--- config.mk ---
export PLATFORM = sky130hd
export DESIGN_NAME = clock_network_select_gate
export DESIGN_NICKNAME = d
export VERILOG_FILES = /design/src/hdl/clock_network_pkg.sv /design/src/hdl/clock_control_cell.sv /design/src/hdl/clock_network_select_gate.sv
export SDC_FILE = /design/constraint.sdc
export NUM_CORES = 2
export LEC_CHECK = 0
export ABC_AREA = 1
export BUFFER_PORTS_ARGS = -buffer_cell sky130_fd_sc_hd__clkbuf_2
export CAP_MARGIN = 20
export CELL_PAD_IN_SITES_DETAIL_PLACEMENT = 0
export CELL_PAD_IN_SITES_GLOBAL_PLACEMENT = 2
export CORE_ASPECT_RATIO = 0.7
export CORE_MARGIN = 1
export CORE_UTILIZATION = 39
export DETAILED_ROUTE_END_ITERATION = 6
export PLACE_DENSITY_LB_ADDON = 0.1
export REMOVE_ABC_BUFFERS = 1
export SYNTH_ARGS = -nofsm -noshare
export SYNTH_HDL_FRONTEND = slang
export SYNTH_HIERARCHICAL = 1
export SYNTH_SLANG_ARGS = --single-unit
--- constraint.sdc ---
create_clock -name clk_sys -period 5.05 [get_ports clk_sys]
set_input_delay 1.01 -clock clk_sys [delete_from_list [all_inputs] [get_ports clk_sys]]
set_output_delay 1.01 -clock clk_sys [all_outputs]
set_load 0.02 [all_outputs]
--- src/hdl/clock_network_pkg.sv ---
// Constants shared by the clock network selection and gating logic
package clock_network_pkg;

  // ---------------------------------------------------------------
  // Network counts
  // ---------------------------------------------------------------
  localparam int NUM_GLOBAL = 16;
  localparam int NUM_REGIONAL = 32;
  localparam int NUM_QUAD = 4;
  localparam int REG_PER_QUAD = 8;
  localparam int NUM_EXT = 4;
  localparam int NUM_PIN = 16;
  localparam int NUM_PLL = 12;
  localparam int QUAD_RES = 24;
  localparam int ROW_PER_QUAD = 6;
  localparam int CLUSTER_PICK = 3;
  localparam int IO_PER_QUAD = 8;
  localparam int NUM_SRC = 5;

  // ---------------------------------------------------------------
  // Widths
  // ---------------------------------------------------------------
  localparam int ADDR_W = 10;
  localparam int DATA_W = 32;
  localparam int SEL_W = 3;
  localparam int RES_SEL_W = 5;
  localparam int ROW_SEL_W = 3;
  localparam int CELL_CFG_W = 7;
  localparam int CLUS_CFG_W = 9;

  // ---------------------------------------------------------------
  // Source inputs of every control cell
  // ---------------------------------------------------------------
  localparam logic [2:0] SRC_PIN_EVEN = 3'h0;
  localparam logic [2:0] SRC_PIN_ODD = 3'h1;
  localparam logic [2:0] SRC_PLL_C0 = 3'h2;
  localparam logic [2:0] SRC_PLL_C1 = 3'h3;
  localparam logic [2:0] SRC_INTERNAL = 3'h4;

  // ---------------------------------------------------------------
  // Register offsets (byte addresses)
  // ---------------------------------------------------------------
  localparam logic [ADDR_W-1:0] ADDR_CTRL = 10'h000;
  localparam logic [ADDR_W-1:0] ADDR_STAT_GLOBAL = 10'h004;
  localparam logic [ADDR_W-1:0] ADDR_STAT_REGIONAL = 10'h008;
  localparam logic [ADDR_W-1:0] ADDR_STAT_EXT = 10'h00C;
  localparam logic [ADDR_W-1:0] ADDR_EXT_BASE = 10'h010;
  localparam logic [ADDR_W-1:0] ADDR_GLOBAL_BASE = 10'h040;
  localparam logic [ADDR_W-1:0] ADDR_REGIONAL_BASE = 10'h080;
  localparam logic [ADDR_W-1:0] ADDR_ROW_BASE = 10'h100;
  localparam logic [ADDR_W-1:0] ADDR_IO_BASE = 10'h200;
  localparam logic [ADDR_W-1:0] ADDR_CLUSTER_BASE = 10'h300;

  // ---------------------------------------------------------------
  // Field positions and reset values
  // ---------------------------------------------------------------
  localparam int CTRL_USER_MODE_BIT = 0;
  localparam int CELL_SEL_LSB = 0;
  localparam int CELL_DYN_BIT = 3;
  localparam int CELL_PD_BIT = 4;
  localparam int CELL_DUAL_BIT = 5;
  localparam int CELL_IOSEL_BIT = 5;
  localparam int CELL_CORNER_BIT = 6;
  localparam logic [CELL_CFG_W-1:0] CELL_CFG_RESET = 7'h10;
  localparam logic [RES_SEL_W-1:0] RES_SEL_RESET = 5'h00;
  localparam logic [CLUS_CFG_W-1:0] CLUS_CFG_RESET = 9'h088;
  localparam logic [NUM_PLL-1:0] CORNER_PLL_MASK = 12'h780;

endpackage

--- src/hdl/clock_control_cell.sv ---
// One clock control cell: source selection and synchronous power-down
`timescale 1ns/1ps
`default_nettype none

module clock_control_cell
  import clock_network_pkg::*;
#(
  parameter bit DYNAMIC = 1'b1
)
(
  input wire logic clk_sys,
  input wire logic sys_rst,
  input wire logic [NUM_SRC-1:0] src,
  input wire logic [SEL_W-1:0] static_sel,
  input wire logic dyn_mode,
  input wire logic [1:0] dyn_sel,
  input wire logic pll_dyn_ok,
  input wire logic power_down,
  input wire logic net_en,
  output logic net_q,
  output logic en_q
);

  // ---------------------------------------------------------------
  // Source selection
  // ---------------------------------------------------------------
  // Run-time choice covers pins and PLL counters only, never internal
  // logic, and falls back to the static choice for a corner PLL.
  logic use_dyn;
  logic [SEL_W-1:0] sel;
  logic chosen;
  logic en_d;
  logic net_d;

  assign use_dyn = DYNAMIC && dyn_mode &&
                   (!dyn_sel[1] || pll_dyn_ok);
  assign sel = use_dyn ? {1'b0, dyn_sel} : static_sel;
  assign chosen = (sel <= SRC_INTERNAL) ? src[sel] : 1'b0;

  // ---------------------------------------------------------------
  // Gating
  // ---------------------------------------------------------------
  // Enable only moves while the source is low, so a high phase is never
  // cut short. A source stuck high therefore freezes the enable.
  assign en_d = chosen ? en_q : (net_en && !power_down);
  assign net_d = chosen && en_q;

  always_ff @(posedge clk_sys)
  begin
    if (sys_rst)
    begin
      en_q <= 1'b0;
      net_q <= 1'b0;
    end
    else
    begin
      en_q <= en_d;
      net_q <= net_d;
    end
  end

endmodule

`default_nettype wire

--- src/hdl/clock_network_select_gate.sv ---
// Clock network control: cells, quadrant buses and configuration port
//
// What this block does
// - Each global, regional, external output owns a cell
// - Sixteen global and thirty-two regional networks
// - Global source from static bits or run-time logic
// - Run-time choice only positive pins or PLL counters
// - Corner PLLs never run-time selectable in globals
// - Regional and external sources static, fixed in user mode
// - User logic enables networks synchronously, PLL independent
// - Powered-down network shows no clock activity
// - Static power-down bits; unused networks default off
// - External pin muxes user signal or cell output
// - Quadrant has 24 resources feeding row buses
// - Cluster picks three of six row clocks
// - I/O region takes eight of 24 quadrant clocks
// - One source may drive two adjacent regional lines
// - Dual direction by side; corner PLLs never dual
`timescale 1ns/1ps
`default_nettype none

module clock_network_select_gate
  import clock_network_pkg::*;
(
  input wire logic clk_sys,
  input wire logic sys_rst,
  input wire logic [ADDR_W-1:0] reg_addr,
  input wire logic [DATA_W-1:0] reg_wdata,
  input wire logic reg_wr,
  input wire logic reg_rd,
  output logic [DATA_W-1:0] reg_rdata,
  input wire logic [NUM_PIN-1:0] positive_clock_pin,
  input wire logic [NUM_PLL-1:0] pll_counter_output_zero,
  input wire logic [NUM_PLL-1:0] pll_counter_output_one,
  input wire logic [NUM_GLOBAL-1:0] global_internal_src,
  input wire logic [NUM_REGIONAL-1:0] regional_internal_src,
  input wire logic [NUM_EXT-1:0] ext_internal_src,
  input wire logic [2*NUM_GLOBAL-1:0] global_dyn_sel,
  input wire logic [NUM_GLOBAL-1:0] global_net_en,
  input wire logic [NUM_REGIONAL-1:0] regional_net_en,
  input wire logic [NUM_EXT-1:0] ext_net_en,
  input wire logic [NUM_EXT-1:0] ext_user_signal,
  output logic [NUM_GLOBAL-1:0] global_clock_net,
  output logic [NUM_REGIONAL-1:0] regional_clock_net,
  output logic [NUM_EXT-1:0] ext_clock_pin,
  output logic [NUM_QUAD*ROW_PER_QUAD-1:0] row_clock,
  output logic [NUM_QUAD*CLUSTER_PICK-1:0] cluster_clock,
  output logic [NUM_QUAD*IO_PER_QUAD-1:0] io_clock
);

  // ---------------------------------------------------------------
  // Input synchronisers
  // ---------------------------------------------------------------
  // Pin and PLL clocks are asynchronous to clk_sys; the networks here are
  // sampled images of them, so the fastest usable source is below 62.5 MHz.
  logic [NUM_PIN-1:0] pin_s1_q;
  logic [NUM_PIN-1:0] pin_s2_q;
  logic [NUM_PLL-1:0] c0_s1_q;
  logic [NUM_PLL-1:0] c0_s2_q;
  logic [NUM_PLL-1:0] c1_s1_q;
  logic [NUM_PLL-1:0] c1_s2_q;

  always_ff @(posedge clk_sys)
  begin
    if (sys_rst)
    begin
      pin_s1_q <= '0;
      pin_s2_q <= '0;
      c0_s1_q <= '0;
      c0_s2_q <= '0;
      c1_s1_q <= '0;
      c1_s2_q <= '0;
    end
    else
    begin
      pin_s1_q <= positive_clock_pin;
      pin_s2_q <= pin_s1_q;
      c0_s1_q <= pll_counter_output_zero;
      c0_s2_q <= c0_s1_q;
      c1_s1_q <= pll_counter_output_one;
      c1_s2_q <= c1_s1_q;
    end
  end

  // ---------------------------------------------------------------
  // Configuration registers
  // ---------------------------------------------------------------
  logic user_mode_q;
  logic [CELL_CFG_W-1:0] gcfg_q [NUM_GLOBAL];
  logic [CELL_CFG_W-1:0] rcfg_q [NUM_REGIONAL];
  logic [CELL_CFG_W-1:0] ecfg_q [NUM_EXT];
  logic [RES_SEL_W-1:0] row_sel_q [NUM_QUAD*ROW_PER_QUAD];
  logic [RES_SEL_W-1:0] io_sel_q [NUM_QUAD*IO_PER_QUAD];
  logic [CLUS_CFG_W-1:0] clus_cfg_q [NUM_QUAD];
  logic [DATA_W-1:0] rdata_q;

  logic aligned;
  logic cfg_wr;
  logic hit_ctrl;
  logic hit_global;
  logic hit_regional;
  logic hit_ext;
  logic hit_row;
  logic hit_io;
  logic hit_clus;
  logic [4:0] idx;
  logic [NUM_GLOBAL-1:0] g_en_state;
  logic [NUM_REGIONAL-1:0] r_en_state;
  logic [NUM_EXT-1:0] e_en_state;
  logic [DATA_W-1:0] rd_mux;

  assign aligned = (reg_addr[1:0] == 2'h0);
  assign idx = reg_addr[6:2];
  // Selection and power-down are configuration: frozen once in user mode
  assign cfg_wr = reg_wr && !user_mode_q;
  assign hit_ctrl = (reg_addr == ADDR_CTRL);
  assign hit_global = aligned && (reg_addr[9:6] == ADDR_GLOBAL_BASE[9:6]);
  assign hit_regional = aligned &&
                        (reg_addr[9:7] == ADDR_REGIONAL_BASE[9:7]);
  assign hit_ext = aligned && (reg_addr[9:4] == ADDR_EXT_BASE[9:4]);
  assign hit_row = aligned && (reg_addr[9:7] == ADDR_ROW_BASE[9:7]) &&
                   (idx < 5'(NUM_QUAD*ROW_PER_QUAD));
  assign hit_io = aligned && (reg_addr[9:7] == ADDR_IO_BASE[9:7]);
  assign hit_clus = aligned && (reg_addr[9:4] == ADDR_CLUSTER_BASE[9:4]);

  always_ff @(posedge clk_sys)
  begin
    if (sys_rst)
    begin
      user_mode_q <= 1'b0;
      for (int i = 0; i < NUM_GLOBAL; i++)
        gcfg_q[i] <= CELL_CFG_RESET;
      for (int i = 0; i < NUM_REGIONAL; i++)
        rcfg_q[i] <= CELL_CFG_RESET;
      for (int i = 0; i < NUM_EXT; i++)
        ecfg_q[i] <= CELL_CFG_RESET;
      for (int i = 0; i < NUM_QUAD*ROW_PER_QUAD; i++)
        row_sel_q[i] <= RES_SEL_RESET;
      for (int i = 0; i < NUM_QUAD*IO_PER_QUAD; i++)
        io_sel_q[i] <= RES_SEL_RESET;
      for (int i = 0; i < NUM_QUAD; i++)
        clus_cfg_q[i] <= CLUS_CFG_RESET;
    end
    else
    begin
      // Entry to user mode is one-way until reset
      if (reg_wr && hit_ctrl && reg_wdata[CTRL_USER_MODE_BIT])
        user_mode_q <= 1'b1;
      if (cfg_wr && hit_global)
        gcfg_q[idx[3:0]] <= reg_wdata[CELL_CFG_W-1:0];
      if (cfg_wr && hit_regional)
        rcfg_q[idx] <= reg_wdata[CELL_CFG_W-1:0];
      if (cfg_wr && hit_ext)
        ecfg_q[idx[1:0]] <= reg_wdata[CELL_CFG_W-1:0];
      if (cfg_wr && hit_row)
        row_sel_q[idx] <= reg_wdata[RES_SEL_W-1:0];
      if (cfg_wr && hit_io)
        io_sel_q[idx] <= reg_wdata[RES_SEL_W-1:0];
      if (cfg_wr && hit_clus)
        clus_cfg_q[idx[1:0]] <= reg_wdata[CLUS_CFG_W-1:0];
    end
  end

  always_comb
  begin
    rd_mux = '0;
    if (hit_ctrl)
      rd_mux = DATA_W'(user_mode_q);
    else if (reg_addr == ADDR_STAT_GLOBAL)
      rd_mux = DATA_W'(g_en_state);
    else if (reg_addr == ADDR_STAT_REGIONAL)
      rd_mux = r_en_state;
    else if (reg_addr == ADDR_STAT_EXT)
      rd_mux = DATA_W'(e_en_state);
    else if (hit_global)
      rd_mux = DATA_W'(gcfg_q[idx[3:0]]);
    else if (hit_regional)
      rd_mux = DATA_W'(rcfg_q[idx]);
    else if (hit_ext)
      rd_mux = DATA_W'(ecfg_q[idx[1:0]]);
    else if (hit_row)
      rd_mux = DATA_W'(row_sel_q[idx]);
    else if (hit_io)
      rd_mux = DATA_W'(io_sel_q[idx]);
    else if (hit_clus)
      rd_mux = DATA_W'(clus_cfg_q[idx[1:0]]);
  end

  // Read data stand only in the cycle after the strobe
  always_ff @(posedge clk_sys)
  begin
    if (sys_rst)
      rdata_q <= '0;
    else
      rdata_q <= reg_rd ? rd_mux : '0;
  end

  assign reg_rdata = rdata_q;

  // ---------------------------------------------------------------
  // Global cells
  // ---------------------------------------------------------------
  // Switching here can leave runt pulses; downstream logic must filter.
  genvar g;
  generate
    for (g = 0; g < NUM_GLOBAL; g++)
    begin : gen_global
      logic [NUM_SRC-1:0] src;
      assign src = {global_internal_src[g],
                    c1_s2_q[g % NUM_PLL],
                    c0_s2_q[g % NUM_PLL],
                    pin_s2_q[2*(g % 8)+1],
                    pin_s2_q[2*(g % 8)]};
      clock_control_cell #(.DYNAMIC(1'b1)) u_cell (
        .clk_sys(clk_sys),
        .sys_rst(sys_rst),
        .src(src),
        .static_sel(gcfg_q[g][CELL_SEL_LSB +: SEL_W]),
        .dyn_mode(gcfg_q[g][CELL_DYN_BIT]),
        .dyn_sel(global_dyn_sel[2*g +: 2]),
        .pll_dyn_ok(!CORNER_PLL_MASK[g % NUM_PLL]),
        .power_down(gcfg_q[g][CELL_PD_BIT]),
        .net_en(global_net_en[g]),
        .net_q(global_clock_net[g]),
        .en_q(g_en_state[g])
      );
    end
  endgenerate

  // ---------------------------------------------------------------
  // Regional cells and dual-regional drive
  // ---------------------------------------------------------------
  // Lines 0-3 of a quadrant come from top/bottom sources and pair with
  // the horizontal neighbour; lines 4-7 from left/right, vertical one.
  logic [NUM_REGIONAL-1:0] r_net;

  genvar r;
  generate
    for (r = 0; r < NUM_REGIONAL; r++)
    begin : gen_regional
      localparam int Q = r / REG_PER_QUAD;
      localparam int L = r % REG_PER_QUAD;
      localparam int PART = (L < 4) ? (r ^ 8) : (r ^ 16);
      logic [NUM_SRC-1:0] src;
      logic partner_dual;
      assign src = {regional_internal_src[r],
                    c1_s2_q[r % NUM_PLL],
                    c0_s2_q[r % NUM_PLL],
                    pin_s2_q[4*Q + 2*((L/2) % 2) + 1],
                    pin_s2_q[4*Q + 2*((L/2) % 2)]};
      clock_control_cell #(.DYNAMIC(1'b0)) u_cell (
        .clk_sys(clk_sys),
        .sys_rst(sys_rst),
        .src(src),
        .static_sel(rcfg_q[r][CELL_SEL_LSB +: SEL_W]),
        .dyn_mode(1'b0),
        .dyn_sel(2'h0),
        .pll_dyn_ok(1'b0),
        .power_down(rcfg_q[r][CELL_PD_BIT]),
        .net_en(regional_net_en[r]),
        .net_q(r_net[r]),
        .en_q(r_en_state[r])
      );
      assign partner_dual = rcfg_q[PART][CELL_DUAL_BIT] &&
                            !rcfg_q[PART][CELL_CORNER_BIT];
      // Partner's cell drives this line too when it is set for dual use
      assign regional_clock_net[r] = partner_dual ? r_net[PART]
                                                  : r_net[r];
    end
  endgenerate

  // ---------------------------------------------------------------
  // External PLL output cells
  // ---------------------------------------------------------------
  logic [NUM_EXT-1:0] e_net;
  logic [NUM_EXT-1:0] ext_pin_q;

  genvar e;
  generate
    for (e = 0; e < NUM_EXT; e++)
    begin : gen_ext
      logic [NUM_SRC-1:0] src;
      assign src = {ext_internal_src[e], c1_s2_q[e], c0_s2_q[e],
                    pin_s2_q[2*e+1], pin_s2_q[2*e]};
      clock_control_cell #(.DYNAMIC(1'b0)) u_cell (
        .clk_sys(clk_sys),
        .sys_rst(sys_rst),
        .src(src),
        .static_sel(ecfg_q[e][CELL_SEL_LSB +: SEL_W]),
        .dyn_mode(1'b0),
        .dyn_sel(2'h0),
        .pll_dyn_ok(1'b0),
        .power_down(ecfg_q[e][CELL_PD_BIT]),
        .net_en(ext_net_en[e]),
        .net_q(e_net[e]),
        .en_q(e_en_state[e])
      );
    end
  endgenerate

  always_ff @(posedge clk_sys)
  begin
    if (sys_rst)
      ext_pin_q <= '0;
    else
      for (int i = 0; i < NUM_EXT; i++)
        ext_pin_q[i] <= ecfg_q[i][CELL_IOSEL_BIT] ? e_net[i]
                                                  : ext_user_signal[i];
  end

  assign ext_clock_pin = ext_pin_q;

  // ---------------------------------------------------------------
  // Quadrant clock buses
  // ---------------------------------------------------------------
  logic [NUM_QUAD*ROW_PER_QUAD-1:0] row_q;
  logic [NUM_QUAD*CLUSTER_PICK-1:0] clus_q;
  logic [NUM_QUAD*IO_PER_QUAD-1:0] io_q;

  genvar q;
  generate
    for (q = 0; q < NUM_QUAD; q++)
    begin : gen_quad
      logic [QUAD_RES-1:0] res;
      logic [ROW_PER_QUAD-1:0] row_d;
      logic [CLUSTER_PICK-1:0] clus_d;
      logic [IO_PER_QUAD-1:0] io_d;
      assign res = {regional_clock_net[q*REG_PER_QUAD +: REG_PER_QUAD],
                    global_clock_net};
      always_comb
      begin
        for (int k = 0; k < ROW_PER_QUAD; k++)
          row_d[k] = (row_sel_q[q*ROW_PER_QUAD+k] < RES_SEL_W'(QUAD_RES)) ?
                     res[row_sel_q[q*ROW_PER_QUAD+k]] : 1'b0;
        for (int k = 0; k < IO_PER_QUAD; k++)
          io_d[k] = (io_sel_q[q*IO_PER_QUAD+k] < RES_SEL_W'(QUAD_RES)) ?
                    res[io_sel_q[q*IO_PER_QUAD+k]] : 1'b0;
        for (int k = 0; k < CLUSTER_PICK; k++)
          clus_d[k] = (clus_cfg_q[q][k*ROW_SEL_W +: ROW_SEL_W] <
                       ROW_SEL_W'(ROW_PER_QUAD)) ?
                      row_q[q*ROW_PER_QUAD +
                            clus_cfg_q[q][k*ROW_SEL_W +: ROW_SEL_W]] :
                      1'b0;
      end
      always_ff @(posedge clk_sys)
      begin
        if (sys_rst)
        begin
          row_q[q*ROW_PER_QUAD +: ROW_PER_QUAD] <= '0;
          io_q[q*IO_PER_QUAD +: IO_PER_QUAD] <= '0;
          clus_q[q*CLUSTER_PICK +: CLUSTER_PICK] <= '0;
        end
        else
        begin
          row_q[q*ROW_PER_QUAD +: ROW_PER_QUAD] <= row_d;
          io_q[q*IO_PER_QUAD +: IO_PER_QUAD] <= io_d;
          clus_q[q*CLUSTER_PICK +: CLUSTER_PICK] <= clus_d;
        end
      end
    end
  endgenerate

  assign row_clock = row_q;
  assign cluster_clock = clus_q;
  assign io_clock = io_q;

endmodule

`default_nettype wire

==> qor.txt <==
P per Cell Area - 294 nW/um2
Clock skew after layout - 0.0324 ns
Post-cts sizing count - 0
Yosys warns - 6
Status - finished clean
Tmin final - 3.65 ns
Std-Cell Rows - 121
Setup TNS - 0 ns
Drt wl/cell - 27.3 um
First DRT Iteration DRCs - 9025
CTS H-tree depth - 3
Critical path class - reg -> out
Hold buffers post-CTS - 0
Filler Cells Inserted - 15800
Via count - 61100
Measured slew at the worst slew-check pin - 1.21 ns
CTS root buf - clkbuf_16
DR pass1 iterations - 7
Vias in the first global route - 54400
Synth unique cells - 55
Largest net degree at the start of global routing - 94
Initial antenna violation count - 20
CTS sink cnt - 1009
Residual DRC - 0
Setup ws final - 1.40 ns
Gpl congestion - 0.968
Post-synth ARST share - 0
Number of synthesized flops with an enable pin - 720
Final nets - 8549
Period utilization - 0.724
Clock share of power - 0.428
Fin. Hold Viols - 0
Vias per std cell - 5.82
Share of the core filled with cells - 0.448
Mapped Cells - 8110
Final setup vio count - 0
Worst min-delay path category - reg -> reg
Crit path required time - 4.04 ns
Longest Clk Path Bufs - 3
Leading cell type in the layout, fill and taps excluded - nand2_1
Gr ovfl total - 0
Cts bufs inserted - 110
Final Slew Violations - 0
Core region area - 156000 um2
Max-cap violations - 0
Post-route insts no fill - 10500
Die footprint - 160000 um2
Mapped Area - 61700 um2
Share of layout cells above drive strength 1 - 0.149
DRT Wirelength - 287000 um
Comb power frac - 0.111
Setup Fix Bufs, Post-CTS - 0
Register area share after synthesis - 0.445
Internal - 14.8 mW
Synthesized area per cell - 7.60 um2
Final Instance Area - 70000 um2
Global-route wire length before repair - 400000 um
Synth Register Bits - 1009
Sequential group share of total power - 0.461
Crit path capture type - output pin
Net switching power - 5.82 mW
Largest fanout on the critical path - 8
Top FF cell, synth - edfxtp_1
RSZ-0062 raised after global routing - false
Tot Pwr - 20.6 mW
Hold slack - 0.401 ns
CTS tree - done
Critical Path Source Type - register
CTS clk-pin slew, worst paths - 0.07 ns
Die H - 335 um
Fmax - 0.274 GHz
Global Route Usage Sum - 0.347
Dpl ws - 0.975 ns
Port bufs - 354
Placed Cells - 10300
Most frequent cells in the layout - 1290 x nand2_1, 1232 x nor2_1, 864 x inv_1
Die X - 477 um
Worst VDD drop - 310 uV
Ports - 378
CP Data Arrival Time - 2.64 ns
Initial Util - 0.395
P&R area growth vs syn - 13.5%
Relative slew slack - 0.192
DP Area - 66100 um2
ANT nets after route - 0
Pleak - 28.7 nW
Switching Share - 0.283
Clk_lat worst skew - 0.79 ns
Post-DP HPWL - 198000 um
-- worst max-delay path: stages, from the launching register on --
cell and delay, ns:
edfxtp_1 0.38, inv_1 0.19, nand3_1 0.30, nand2_1 0.46, buf_4 0.32, clkbuf_2 0.20
-- synth_stat cells (3+ instances only) --
| library cell | n | share of area |
|---|---|---|
| nand2_1 | 1293 | 0.079 |
| nor2_1 | 1235 | 0.075 |
| inv_1 | 871 | 0.053 |
| o21ai_0 | 819 | 0.066 |
| edfxtp_1 | 720 | 0.35 |
| a21oi_1 | 510 | 0.041 |
| nand3_1 | 468 | 0.038 |
| clkbuf_1 | 404 | 0.025 |
| dfxtp_1 | 289 | 0.094 |
| nand3_2 | 260 | 0.042 |
| o211ai_1 | 164 | 0.020 |
| nand2_2 | 141 | 0.014 |
| nand4_1 | 135 | 0.014 |
| a22oi_1 | 132 | 0.016 |
| o221ai_1 | 90 | 0.013 |
| clkinv_1 | 81 | 0.0049 |
| buf_2 | 71 | 0.0058 |
| o22ai_1 | 69 | 0.0070 |
| inv_2 | 52 | 0.0032 |
| nor3b_1 | 52 | 0.0063 |
| a21o_1 | 44 | 0.0054 |
| nand3b_1 | 36 | 0.0044 |
| buf_1 | 30 | 0.0018 |
| a21boi_0 | 16 | 0.0019 |
| nand2_4 | 16 | 0.0029 |
| o21ai_2 | 16 | 0.0023 |
| buf_4 | 10 | 0.0012 |
| o2111ai_1 | 10 | 0.0014 |
| ha_1 | 9 | 0.0018 |
| a31oi_1 | 6 | 0.00061 |
| nor2_2 | 6 | 0.00061 |
| nor2_4 | 6 | 0.0011 |
| a211oi_1 | 4 | 0.00049 |
| a221oi_1 | 4 | 0.00057 |
| clkbuf_2 | 4 | 0.00032 |
| nor3_1 | 4 | 0.00032 |
| a2111oi_0 | 3 | 0.00043 |
| a32o_1 | 3 | 0.00049 |
| o31ai_1 | 3 | 0.00037 |
| or2_2 | 3 | 0.00030 |
-- layout make-up --
cell class | count | area (um2) | area share
multi-input combinational | 5648 | 28800 | 0.411
antenna | 5 | 12.5 | 0.000179
clock buffer | 139 | 2980 | 0.0426
clock inverter | 71 | 861 | 0.0123
sequential | 1009 | 27400 | 0.392
inverter | 1004 | 3790 | 0.0541
timing repair buffer | 541 | 3550 | 0.0507
tap | 2091 | 2620 | 0.0374
-- power groups by stage --
stage	logic (mW)	registers, mW	clock network (mW)
2_1_floorplan	1.22	9.53	0
6_report	2.28	9.48	8.82
5_1_grt	2.44	9.51	9.18
3_5_place_dp	2.21	9.65	0
3_3_place_gp	2.19	9.64	0
4_1_cts	2.22	9.47	8.89
-- metal layers --
layer,GRT usage,part of all wire
met1,0.506,0.44
met2,0.501,0.41
met3,0.0814,0.11
met4,0.114,0.034
met5,0,0.00036
-- state kept, by name, summed over array words and instances (netlist names), 36 cells and up --
register    flops
rcfg_q        224
row_sel_q     160
gcfg_q        112
clus_cfg_q     36
io_sel_q      160
-- final timing paths --
kind	slack, ns	from	cells past startpoint	endpoint
min reg2reg	0.40	pin_s1_q[0]$_SDFF_PP0_	2	pin_s2_q[0]$_SDFF_PP0_
max reg2reg	1.92	rcfg_q[5][6]$_SDFFCE_PN0P_	8	row_clock[15]$_SDFF_PP0_
min	0.40	pin_s1_q[0]$_SDFF_PP0_	2	pin_s2_q[0]$_SDFF_PP0_
max	1.40	rcfg_q[4][6]$_SDFFCE_PN0P_	5	regional_clock_net[20]
-- kinds of logic (layout without fill, tap and decap cells) --
| kind of cell | after synthesis | count (layout) | share of synthesized area |
|---|---|---|---|
| AND/OR/NAND/NOR | 3662 | 3662 | 0.279 |
| multiplexers | 2 | 2 | 0.000365 |
| AO/OA/AOI/OAI | 1903 | 1903 | 0.179 |
| buffers and inverters | 1523 | 1755 | 0.0949 |
| adder cells (fa/ha/maj) | 9 | 9 | 0.00183 |
| other | 2 | 77 | 0.000122 |
| flip-flops | 1009 | 1009 | 0.445 |
No activity file was read; power rests on OpenSTA's default activity.
